File: config.mk
export PLATFORM = sky130hd
export DESIGN_NAME = pbt_timer
export DESIGN_NICKNAME = d
export VERILOG_FILES = /design/src/shared/pbt_pkg.sv /design/src/design/pbt_timer.sv
export VERILOG_INCLUDE_DIRS = /design/src /design/src/shared
export SDC_FILE = /design/constraint.sdc
export NUM_CORES = 1
export LEC_CHECK = 0
export BUFFER_PORTS_ARGS = -buffer_cell sky130_fd_sc_hd__buf_2
export CORE_MARGIN = 5
export CORE_UTILIZATION = 49
export CTS_BUF_LIST = sky130_fd_sc_hd__clkbuf_8
export CTS_CLUSTER_SIZE = 30
export DETAILED_ROUTE_END_ITERATION = 8
export GPL_ROUTABILITY_DRIVEN = 1
export PLACE_DENSITY_LB_ADDON = 0.1
export SYNTH_ARGS = -nofsm -noshare
export SYNTH_HDL_FRONTEND = slang
export SYNTH_SLANG_ARGS = --single-unit
File: constraint.sdc
create_clock -name mclk -period 6 [get_ports mclk]
set_input_delay 1.2 -clock mclk [delete_from_list [all_inputs] [get_ports mclk]]
set_output_delay 1.2 -clock mclk [all_outputs]
set_load 0.05 [all_outputs]
File: src/shared/pbt_map.svh
// Constants of the programmable binary timer: register map, taps, timing.
// Assumes a 40 MHz mclk; included by the timer core.
`ifndef PBT_MAP_SVH
`define PBT_MAP_SVH

// Clock rate and derived timing
`define PBT_CLK_MHZ        40
`define PBT_POR_TIME_NS    1000
`define PBT_POR_CYCLES     ((`PBT_POR_TIME_NS * `PBT_CLK_MHZ + 999) / 1000)
`define PBT_RC_HALF_NS     5000
`define PBT_RC_HALF_CYCLES ((`PBT_RC_HALF_NS * `PBT_CLK_MHZ) / 1000)

// Register indices on the plain port
`define PBT_ADDR_STATUS    4'h0
`define PBT_ADDR_MASK      4'h1
`define PBT_ADDR_COUNT     4'h2
`define PBT_ADDR_STATE     4'h3

// Status and mask bit positions
`define PBT_EV_DONE        0
`define PBT_EV_TAP         1
`define PBT_EV_RELEASE     2

// Tap bit index for each stage count
`define PBT_TAP_2P8        7
`define PBT_TAP_2P10       9
`define PBT_TAP_2P13       12
`define PBT_TAP_2P16       15

// Increments and reset values
`define PBT_STEP_NORMAL    16'h0001
`define PBT_STEP_BYPASS    16'h0100
`define PBT_ZERO16         16'h0000
`define PBT_ZERO3          3'h0
`define PBT_ZERO12         12'h000

`endif

File: src/shared/pbt_pkg.sv
// Types shared by the programmable binary timer.
// Holds no constants; numeric values live in pbt_map.svh.
package pbt_pkg;

	// Single-cycle latch control: cleared, counting, latch set
	typedef enum logic [2:0] {
		PBT_CLEAR = 3'b001,
		PBT_RUN   = 3'b010,
		PBT_DONE  = 3'b100
	} pbt_state_t;

endpackage

File: src/design/pbt_timer.sv
// Programmable binary timer core: 16-stage counter, tap select, output logic,
// oscillator model, automatic and forced clear, register port and interrupt.
// Assumes all pin inputs are synchronous to mclk and the clock runs at 40 MHz.
//
// Summary of operation
// - Inhibit low: clear counter at power-up
// - Forced clear high holds counter cleared
// - Any clear resets all stages together
// - Inhibit high disables automatic power-up clear
// - Two select bits choose one tap
// - High select one picks sixteenth stage
// - Low select zero with high select one bypasses first eight stages
// - Output equals level select during clear
// - Recycle mode passes tap to output
// - Single mode: latch sets after half count
// - Single mode holds output after toggle
// - Clear pulse or mode change re-arms
// - External clock overrides internal oscillator
// - Oscillator stops while any clear active
//
// Strobed register access and the register addresses are this design's own decisions.
`timescale 1ns/1ps
`include "pbt_map.svh"

module pbt_timer (
	input  wire logic        mclk,
	input  wire logic        rst_n,
	input  wire logic        oscillatorInput,
	input  wire logic        extClockSelect,
	input  wire logic        powerOnClearInhibit,
	input  wire logic        forcedClear,
	input  wire logic        outLevelSel,
	input  wire logic        modeSel,
	input  wire logic        selA,
	input  wire logic        selB,
	input  wire logic [3:0]  regAddr,
	input  wire logic [15:0] regWdata,
	input  wire logic        regWrite,
	input  wire logic        regRead,
	output logic      [15:0] regRdata,
	output logic             timerOut,
	output logic             oscRun,
	output logic             irq
);

	// Power-on clear state
	logic                porActive_reg;
	logic                porActive_next;
	logic [11:0]         porCnt_reg;
	logic [11:0]         porCnt_next;
	// Oscillator model and edge detect
	logic [11:0]         rcDiv_reg;
	logic [11:0]         rcDiv_next;
	logic                rcPhase_reg;
	logic                rcPhase_next;
	logic                oscInPrev_reg;
	logic                oscInPrev_next;
	logic                oscRun_reg;
	logic                oscRun_next;
	// Counter and output
	logic [15:0]         cnt_reg;
	logic [15:0]         cnt_next;
	logic                modePrev_reg;
	logic                modePrev_next;
	logic                timerOut_reg;
	logic                timerOut_next;
	logic                clearPrev_reg;
	logic                clearPrev_next;
	pbt_pkg::pbt_state_t state_reg;
	pbt_pkg::pbt_state_t state_next;
	// Registers
	logic [2:0]          status_reg;
	logic [2:0]          status_next;
	logic [2:0]          mask_reg;
	logic [2:0]          mask_next;
	logic [15:0]         rdata_reg;
	logic [15:0]         rdata_next;
	// Combinational helpers
	logic                modeChange;
	logic                clearActive;
	logic                intTick;
	logic                extTick;
	logic                tick;
	logic                bypass;
	logic                tapNow;
	logic                tapNext;
	logic [2:0]          events;

	// Clear sources: power-up, pin, or a change of mode level
	assign modeChange  = modeSel != modePrev_reg;
	assign clearActive = porActive_reg | forcedClear | modeChange;

	// Power-up clear runs a fixed time unless inhibited for low power
	always_comb begin
		porActive_next = porActive_reg;
		porCnt_next    = porCnt_reg;
		if (powerOnClearInhibit) begin
			porActive_next = 1'h0;
		end else if (porActive_reg) begin
			if (porCnt_reg == 12'(`PBT_POR_CYCLES - 1)) begin
				porActive_next = 1'h0;
			end else begin
				porCnt_next = porCnt_reg + 12'h001;
			end
		end
	end

	always_ff @(posedge mclk or negedge rst_n) begin
		if (!rst_n) begin
			porActive_reg <= 1'h1;
			porCnt_reg    <= `PBT_ZERO12;
		end else begin
			porActive_reg <= porActive_next;
			porCnt_reg    <= porCnt_next;
		end
	end

	// Internal oscillator is held at its reset phase and count during clear to save power
	always_comb begin
		rcDiv_next     = rcDiv_reg;
		rcPhase_next   = rcPhase_reg;
		oscInPrev_next = oscillatorInput;
		oscRun_next    = !clearActive;
		if (clearActive) begin
			rcDiv_next   = `PBT_ZERO12;
			rcPhase_next = 1'h0;
		end else if (rcDiv_reg == 12'(`PBT_RC_HALF_CYCLES - 1)) begin
			rcDiv_next   = `PBT_ZERO12;
			rcPhase_next = !rcPhase_reg;
		end else begin
			rcDiv_next = rcDiv_reg + 12'h001;
		end
	end

	always_ff @(posedge mclk or negedge rst_n) begin
		if (!rst_n) begin
			rcDiv_reg     <= `PBT_ZERO12;
			rcPhase_reg   <= 1'h0;
			oscInPrev_reg <= 1'h0;
			oscRun_reg    <= 1'h0;
		end else begin
			rcDiv_reg     <= rcDiv_next;
			rcPhase_reg   <= rcPhase_next;
			oscInPrev_reg <= oscInPrev_next;
			oscRun_reg    <= oscRun_next;
		end
	end

	// Rising edges only; the external pin replaces the RC source outright
	assign intTick = !rcPhase_reg && rcPhase_next;
	assign extTick = oscillatorInput && !oscInPrev_reg;
	assign tick    = !clearActive && (extClockSelect ? extTick : intTick);

	// Low select zero with high select one feeds stage nine directly
	assign bypass = selA && !selB;

	// Tap from the present count and from the next count
	always_comb begin
		case ({selA, selB})
			2'b00: begin
				tapNow  = cnt_reg[`PBT_TAP_2P13];
				tapNext = cnt_next[`PBT_TAP_2P13];
			end
			2'b01: begin
				tapNow  = cnt_reg[`PBT_TAP_2P10];
				tapNext = cnt_next[`PBT_TAP_2P10];
			end
			default: begin
				tapNow  = cnt_reg[`PBT_TAP_2P16];
				tapNext = cnt_next[`PBT_TAP_2P16];
			end
		endcase
	end

	// Counter, latch state and output level
	always_comb begin
		cnt_next       = cnt_reg;
		state_next     = state_reg;
		modePrev_next  = modeSel;
		clearPrev_next = clearActive;
		if (clearActive) begin
			cnt_next = `PBT_ZERO16;
		end else if (tick) begin
			cnt_next = cnt_reg + (bypass ? `PBT_STEP_BYPASS : `PBT_STEP_NORMAL);
		end
		case (state_reg)
			pbt_pkg::PBT_CLEAR: begin
				if (!clearActive) begin
					state_next = pbt_pkg::PBT_RUN;
				end
			end
			pbt_pkg::PBT_RUN: begin
				if (clearActive) begin
					state_next = pbt_pkg::PBT_CLEAR;
				end else if (!modeSel && tapNow) begin
					state_next = pbt_pkg::PBT_DONE;
				end
			end
			pbt_pkg::PBT_DONE: begin
				if (clearActive) begin
					state_next = pbt_pkg::PBT_CLEAR;
				end
			end
			default: begin
				state_next = pbt_pkg::PBT_CLEAR;
			end
		endcase
		// Level select flips the sense; during clear both terms are zero
		if (modeSel) begin
			timerOut_next = outLevelSel ^ tapNext;
		end else begin
			timerOut_next = outLevelSel ^ (state_next == pbt_pkg::PBT_DONE);
		end
	end

	always_ff @(posedge mclk or negedge rst_n) begin
		if (!rst_n) begin
			cnt_reg       <= `PBT_ZERO16;
			state_reg     <= pbt_pkg::PBT_CLEAR;
			modePrev_reg  <= 1'h0;
			clearPrev_reg <= 1'h1;
			timerOut_reg  <= 1'h0;
		end else begin
			cnt_reg       <= cnt_next;
			state_reg     <= state_next;
			modePrev_reg  <= modePrev_next;
			clearPrev_reg <= clearPrev_next;
			timerOut_reg  <= timerOut_next;
		end
	end

	// Events: latch set, recycle tap rise, clear released
	always_comb begin
		events                  = `PBT_ZERO3;
		events[`PBT_EV_DONE]    = state_reg == pbt_pkg::PBT_RUN && state_next == pbt_pkg::PBT_DONE;
		events[`PBT_EV_TAP]     = modeSel && !clearActive && !tapNow && tapNext;
		events[`PBT_EV_RELEASE] = clearPrev_reg && !clearActive;
	end

	// Register port; a new event beats a write-one-to-clear in the same cycle
	always_comb begin
		status_next = status_reg;
		mask_next   = mask_reg;
		rdata_next  = `PBT_ZERO16;
		if (regWrite && regAddr == `PBT_ADDR_STATUS) begin
			status_next = status_reg & ~regWdata[2:0];
		end
		if (regWrite && regAddr == `PBT_ADDR_MASK) begin
			mask_next = regWdata[2:0];
		end
		status_next = status_next | events;
		if (regRead) begin
			case (regAddr)
				`PBT_ADDR_STATUS: rdata_next = {13'h0000, status_reg};
				`PBT_ADDR_MASK:   rdata_next = {13'h0000, mask_reg};
				`PBT_ADDR_COUNT:  rdata_next = cnt_reg;
				`PBT_ADDR_STATE:  rdata_next = {11'h000, timerOut_reg, oscRun_reg,
					state_reg == pbt_pkg::PBT_DONE, porActive_reg, clearActive};
				default:          rdata_next = `PBT_ZERO16;
			endcase
		end
	end

	always_ff @(posedge mclk or negedge rst_n) begin
		if (!rst_n) begin
			status_reg <= `PBT_ZERO3;
			mask_reg   <= `PBT_ZERO3;
			rdata_reg  <= `PBT_ZERO16;
		end else begin
			status_reg <= status_next;
			mask_reg   <= mask_next;
			rdata_reg  <= rdata_next;
		end
	end

	// Outputs
	assign regRdata = rdata_reg;
	assign timerOut = timerOut_reg;
	assign oscRun   = oscRun_reg;
	assign irq      = |(status_reg & mask_reg);

	// Automatic clear zeroes the count while it runs
	a_por_clear: assert property (@(posedge mclk) disable iff (!rst_n)
		porActive_reg && !powerOnClearInhibit |=> cnt_reg == `PBT_ZERO16)
		else $error("power-up clear left count nonzero");

	// Forced clear held for two cycles keeps the count at zero
	a_forced_hold: assert property (@(posedge mclk) disable iff (!rst_n)
		forcedClear [*2] |-> cnt_reg == `PBT_ZERO16 && state_reg == pbt_pkg::PBT_CLEAR)
		else $error("forced clear did not hold counter");

	// Any clear zeroes every stage whatever the prior count
	a_clear_all: assert property (@(posedge mclk) disable iff (!rst_n)
		clearActive && cnt_reg != `PBT_ZERO16 |=> cnt_reg == `PBT_ZERO16)
		else $error("clear missed some stages");

	// Inhibit ends the automatic clear at once
	a_inhibit_por: assert property (@(posedge mclk) disable iff (!rst_n)
		powerOnClearInhibit |=> !porActive_reg)
		else $error("automatic clear ran while inhibited");

	// Sixteenth stage alone decides the latch for either low select value
	a_high_sel: assert property (@(posedge mclk) disable iff (!rst_n)
		selA && !modeSel && !clearActive && state_reg == pbt_pkg::PBT_RUN
		|=> (state_reg == pbt_pkg::PBT_DONE) == $past(cnt_reg[`PBT_TAP_2P16]))
		else $error("high select did not pick stage sixteen");

	// Bypass steps stage nine on each oscillator edge
	a_bypass_step: assert property (@(posedge mclk) disable iff (!rst_n)
		tick && bypass |=> cnt_reg == $past(cnt_reg) + `PBT_STEP_BYPASS)
		else $error("bypass step wrong");

	// Normal counting advances by one per edge
	a_count_step: assert property (@(posedge mclk) disable iff (!rst_n)
		tick && !bypass |=> cnt_reg == $past(cnt_reg) + `PBT_STEP_NORMAL)
		else $error("count step wrong");

	// Output shows the level select while cleared
	a_out_level: assert property (@(posedge mclk) disable iff (!rst_n)
		clearActive |=> timerOut_reg == $past(outLevelSel))
		else $error("output not at reset level during clear");

	// Recycle mode on the tenth stage follows that stage of the new count
	a_recycle_out: assert property (@(posedge mclk) disable iff (!rst_n)
		modeSel && !clearActive && !selA && selB
		|=> timerOut_reg == ($past(outLevelSel) ^ cnt_reg[`PBT_TAP_2P10]))
		else $error("recycle output does not follow tap");

	// Latch sets the cycle after the tap rises in single mode
	a_latch_set: assert property (@(posedge mclk) disable iff (!rst_n)
		state_reg == pbt_pkg::PBT_RUN && !modeSel && tapNow && !clearActive
		|=> state_reg == pbt_pkg::PBT_DONE)
		else $error("single-cycle latch failed to set");

	// Once set, latch and output hold until a clear
	a_single_hold: assert property (@(posedge mclk) disable iff (!rst_n)
		state_reg == pbt_pkg::PBT_DONE && !clearActive && $stable(outLevelSel)
		|=> state_reg == pbt_pkg::PBT_DONE && $stable(timerOut_reg))
		else $error("single-cycle output changed again");

	// Mode change re-arms: latch back to cleared
	a_mode_rearm: assert property (@(posedge mclk) disable iff (!rst_n)
		modeChange |=> state_reg == pbt_pkg::PBT_CLEAR && cnt_reg == `PBT_ZERO16)
		else $error("mode change did not re-arm");

	// No count edge and oscillator flagged stopped during clear
	a_osc_stop: assert property (@(posedge mclk) disable iff (!rst_n)
		clearActive |-> !tick ##1 !oscRun_reg)
		else $error("oscillator ran during clear");

	// With the external clock selected, nothing but a pin edge moves the count
	a_ext_clock: assert property (@(posedge mclk) disable iff (!rst_n)
		extClockSelect && !clearActive && !(oscillatorInput && !oscInPrev_reg)
		|=> $stable(cnt_reg))
		else $error("count moved without an external clock edge");

endmodule

==> metrics.txt, run 1 <==
CTS tree built; top-count cell post-synth dfrtp_1; period utilisation layout between 50 and 60%; Setup CP Type primary input to flop; Placer Congestion approximately 0.76; DP Area around 3600 um^2; nets between 300 and 400; total vias in the final route roughly 2,300; H-tree levels 3; asr flop ratio synth between 90% and 100%; CP max FO 15; Post-CTS Hold Buffers 0; first-pass GRT wire length ~11,000 um; Post-synth EDFFs 0; Layout area overhead 14.40%; crit-path cells buf_2 -> xor2_2 -> or4b_4 -> o21ai_2 -> nand4_1 -> xor2_1 -> or4_1 -> nand4_1; crit path max-delay cell type or4b_4; cell area after layout ~3800 um^2; Slew Viols, Final 0; dominant synthesized flop cell dfrtp_1; largest net degree at the start of global routing 73; drt drc 0; IO Count 51; Synth Net Count 344; DRC marker count from the first detailed-route iteration 140; Hold Path Class flop to flop; gr usage total between 10% and 20%; average wire per standard cell ~14 um; worst slew pin tran just over 0.9 ns; Power Density roughly 270 nW/um^2; total core area around 6700 um^2; cts bufs inserted 9; cell taking the most area after synthesis dfrtp_1; number of antenna violations at the first check in global routing 0; CP required about 6.3 ns; clk_skew around 0.01 ns; diode count 0; Seq cells post-synth 72; Critical Path Most Common Cell nand4_1; P_leak about 1.8 nW; Achievable Freq about 0.30 GHz; Netlist cell types 53; Cells after Synth 307; clk slew on worst S/H paths ~0.080 ns; Arrival @ worst endpoint ~3.6 ns; status completed; die area around 8600 um^2; Die Y slightly above 90 um; setup total negative slack 0 ns; drt pass-1 iters 4; top cell type's share of synthesized area a little over 50%; relative slew slack between 30% and 40%; Worst VDD drop around 0.21 mV; total wire length 6246 um; via-per-instance ratio ~5.4; Tmin final between 3 and 4 ns; grt ovf 0; CTS sink count 72; most instantiated cells after synthesis dfrtp_1 (69), nor2_1 (36), nand2_1 (26); worst stage delay on the critical path roughly 0.52 ns; Starting Density roughly half; fillers ~560; max-cap violation count 0; port bufs 37; synth warn 0; CP Capture Type flop; share of layout cells above drive strength 1 20.68%; Post-DRT Antenna Nets 0; startpoint types primary input; top post-synthesis cells by area dfrtp_1 (51%), xor2_1 (5.5%), nor2_1 (4.0%), xnor2_1 (3.4%), nand3_1 (3.0%); Post-Synthesis Cell Area between 3000 and 4000 um^2; RSZ-0062 raised after global routing no; Final Setup Violations 0; maximum clock insertion buffer count 2; Clock Latency Late Sink 0.34 ns; Hold Vio Cnt, Final 0; Root Buffer clkbuf_8; register area share after synthesis a little over half; post-cts resize count 0; row cnt 30; chip width between 90 and 100 um; Post-Syn Area per Cell ~11 um^2; number of global-route vias before repair between 2,000 and 2,500; Detailed Place HPWL ~4300 um; post-CTS setup buffers 0
==> per-layer routing <==
layer | global-route usage, % | wire length [um] | vias up
li1 | - | - | 1160
met1 | 21.01 | 2945 | 1127
met2 | 25.19 | 2918 | 44
met3 | 3.168 | 235 | 10
met4 | 7.814 | 146 | 0
met5 | 0 | 0 | -
==> cell families (layout without fill, tap and decap cells) <==
group / after synthesis / count (layout) / share of synthesized area [%]
AOI/OAI and AO/OA: 26 / 26 / 6.138
xor gates and xnor gates: 35 / 35 / 9.338
adders and majority gates: 5 / 5 / 1.860
buffers and inverters: 14 / 60 / 1.785
DFF: 72 / 72 / 53.68
muxes: 10 / 10 / 4.241
and+or+nand+nor: 145 / 145 / 22.95
==> cell usage in the layout, fill, tap and decap left out, types with 3 or more instances in the layout <==
cell type / instances
and4_1: 5
or4_1: 3
clkinvlp_4: 3
a21oi_1: 4
nand2b_1: 4
mux4_2: 3
dfstp_2: 3
a211oi_1: 4
nand4_1: 8
clkbuf_8: 10
nor3b_1: 3
ha_1: 5
buf_2: 37
and2_1: 11
xor2_1: 21
nand3_1: 20
mux2_2: 4
dfrtp_1: 69
inv_1: 5
mux2i_1: 3
nor2_1: 36
xnor2_1: 13
nand2_1: 26
and3_1: 12
==> critical path, delay by kind of cell <==
kind,cells,cell delay (ns)
AOI/OAI and AO/OA,1,0.52
buffers and inverters,1,0.17
xor gates and xnor gates,2,0.37
and+or+nand+nor,4,1.32
==> power by group <==
group / switching, mW / total, mW / leakage (nW) / internal (mW)
Clock: 0.186 / 0.433 / 0.105 / 0.247
Combinational: 0.0533 / 0.0820 / 0.724 / 0.0287
Sequential: 0.0101 / 0.509 / 0.972 / 0.499
Total: 0.250 / 1.02 / 1.80 / 0.774
==> final timing paths <==
kind                            slack (ns)                  startpoint  depth (start not counted)                    endpoint
worst min-delay path                  0.48  porCnt_reg[11]$_DFFE_PN0P_                          1  porCnt_reg[11]$_DFFE_PN0P_
min in group asynchronous             1.06                       rst_n                          2      cnt_reg[6]$_DFFE_PN0P_
max in group asynchronous             4.39                       rst_n                          2     status_reg[1]$_DFF_PN0_
worst max register to register        3.10      rcDiv_reg[0]$_DFF_PN0_                          8          timerOut$_DFF_PN0_
worst min register to register        0.48  porCnt_reg[11]$_DFFE_PN0P_                          1  porCnt_reg[11]$_DFFE_PN0P_
worst max-delay path                  2.69                     modeSel                          8          timerOut$_DFF_PN0_
==> per-stage QoR <==
stage	power, mW	instances	hold WS [ns]	setup WS [ns]	util (%)
after global placement	0.5999	417	0.4624	2.311	53.85
final	1.024	433	0.4753	2.686	57.26
after CTS	1.036	433	0.4799	2.686	57.26
after detailed placement	0.6019	417	0.4664	2.329	53.85
after global routing	1.074	433	0.5200	2.597	57.26
after floorplan	0.5695	307	0.4464	2.861	-
==> cell type report <==
cell class | count | area [um^2] | area share, %
Inverter | 6 | 22.52 | 0.5854
Multi-Input combinational cell | 221 | 1498 | 38.93
Sequential cell | 72 | 1805 | 46.93
Clock inverter | 6 | 91.34 | 2.374
Clock buffer | 10 | 137.6 | 3.577
Timing Repair Buffer | 38 | 192.7 | 5.008
Tap cell | 80 | 100.1 | 2.602
(Power assumes the default switching activity.)
==> run 2, diff against run 1 <==
Clock period 6 ns to 2.82 ns, I/O delays scaled along.
==> metrics.txt, run 2 (synthesis gave the netlist of run 1 again) <==
Worst VDD drop 0.2765 mV (+33%); total wire length 6473 um (+3.6%); share of layout cells above drive strength 1 22.10% (+1.4 points); Root Buffer clkbuf_8; Power Density 535.4 nW/um^2 (+100%); post-CTS setup buffers 0 (unchanged); startpoint types flop; total core area 6719 um^2 (unchanged); nets 394 (+2.3%); commonest non-fill, non-tap cells in the layout dfrtp_1 (69), buf_2 (37), nor2_1 (36); Hold Path Class primary input to asynchronous set/reset pin; Final Setup Violations 0 (unchanged); Arrival @ worst endpoint 2.81 ns (-0.77 ns); Tmin final ~2.6 ns; number of antenna violations at the first check in global routing 0 (unchanged); Clock Latency Late Sink 0.34 ns (about the same); first-pass GRT wire length 11,100 um (+2.7%); Post-DRT Antenna Nets 0 (unchanged); total vias in the final route 2,422 (+3.5%); Setup CP Type flop to flop; period utilisation layout between 90% and 100%; CP max FO 7 (-8); gr usage total 16.22% (+0.24 points); drt drc 0 (unchanged); Achievable Freq between 0.3 and 0.4 GHz; largest net degree at the start of global routing 31 (-58%); average wire per standard cell 14.64 um (+1.5%); worst slew pin tran 0.8379 ns (-0.09793 ns); CTS sink count 72 (unchanged); Layout area overhead 15.51%; number of global-route vias before repair 2,460 (+6.5%); row cnt 30 (unchanged); max-cap violation count 0 (unchanged); cts bufs inserted 9 (unchanged); RSZ-0062 raised after global routing no; H-tree levels 3 (unchanged); clk_skew 0.008271 ns (-0.001774 ns); Die Y 92.85 um (unchanged); Hold Vio Cnt, Final 0 (unchanged); grt ovf 0 (unchanged); CTS tree built; maximum clock insertion buffer count 2 (unchanged); commonest non-fill, non-tap cell in the layout dfrtp_1; drt pass-1 iters 4 (unchanged); setup total negative slack 0 ns (unchanged); via-per-instance ratio 5.480 (+1.4%); Starting Density 50.06% (unchanged); Placer Congestion 0.8005 (+5.7%); DRC marker count from the first detailed-route iteration 117 (-16%); Detailed Place HPWL 4731 um (+11%); CP Capture Type flop; CP required 3.05 ns (-3.21 ns); clk slew on worst S/H paths 0.07 ns (about the same); Core Util, Final 57.82% (+0.56 points); Post-CTS Hold Buffers 0 (unchanged); IO Count 51 (unchanged); post-cts resize count 0 (unchanged); die area 8620 um^2 (unchanged); chip width 92.85 um (unchanged); port bufs 37 (unchanged); diode count 0 (unchanged); status completed; P_leak 1.852 nW (+2.9%); relative slew slack 44.02% (+6.4 points); Slew Viols, Final 0 (unchanged); fillers 605 (+7.3%)
==> run 2: worst paths after layout <==
path                                           start                   endpoint  slack [ns]  cells after the start
hold reg to reg            porCnt_reg[0]$_DFFE_PN0P_  porCnt_reg[0]$_DFFE_PN0P_        0.49                      1
max in group asynchronous                      rst_n    porActive_reg$_DFF_PN1_        1.82                      2
hold / removal                                 rst_n    cnt_reg[10]$_DFFE_PN0P_        0.19                      1
setup reg to reg              rcDiv_reg[0]$_DFF_PN0_    status_reg[1]$_DFF_PN0_        0.24                      8
min in group mclk                    oscillatorInput    oscInPrev_reg$_DFF_PN0_        0.35                      1
setup / recovery              rcDiv_reg[0]$_DFF_PN0_    status_reg[1]$_DFF_PN0_        0.24                      8
==> run 2: per-layer routing <==
metal / track usage [%] / vias up / wire (um)
met3: 2.924 / 11 / 249
met5: 0 / - / 0
met2: 26.45 / 50 / 3145
met4: 8.425 / 0 / 119
li1: - / 1180 / -
met1: 20.54 / 1181 / 2959
==> run 2: worst max-delay path, cell delays in order (launching register included) <==
cell      delay (ns)
dfrtp_1         0.41
ha_1            0.22
nor4bb_1        0.39
nand3_1         0.27
o21a_4          0.30
o21a_1          0.20
o31ai_1         0.39
nand2_1         0.09
a22o_1          0.20
==> run 2: layout make-up <==
cell class                 count  area (um^2)  share of cell area (%)
timing repair buffer          47        260.3                   6.699
clock buffer                  11        151.4                   3.897
sequential                    72         1805                   46.47
tap                           80        100.1                   2.576
inverter                       6        22.52                  0.5797
multi-input combinational    221         1498                   38.55
clock inverter                 5        47.55                   1.224
==> run 2: per-stage QoR <==
step                area, um^2  setup WS, ns  power [mW]  hold WS [ns]  std cells
floorplan                 3363        0.3172       1.212        0.2684        307
global placement          3686       0.09419       1.284        0.4621        426
detailed placement        3686       0.03134       1.289        0.4800        426
CTS                       3885        0.2258       2.110        0.1871        442
global route              3885       0.04899       2.176        0.2280        442
finish                    3885        0.2400       2.080        0.1870        442
==> run 2: power breakdown <==
group / internal (mW) / leakage [nW] / switching [mW]
sequential: 1.06 / 0.972 / 0.0213
clock: 0.448 / 0.112 / 0.367
combinational: 0.0679 / 0.768 / 0.114
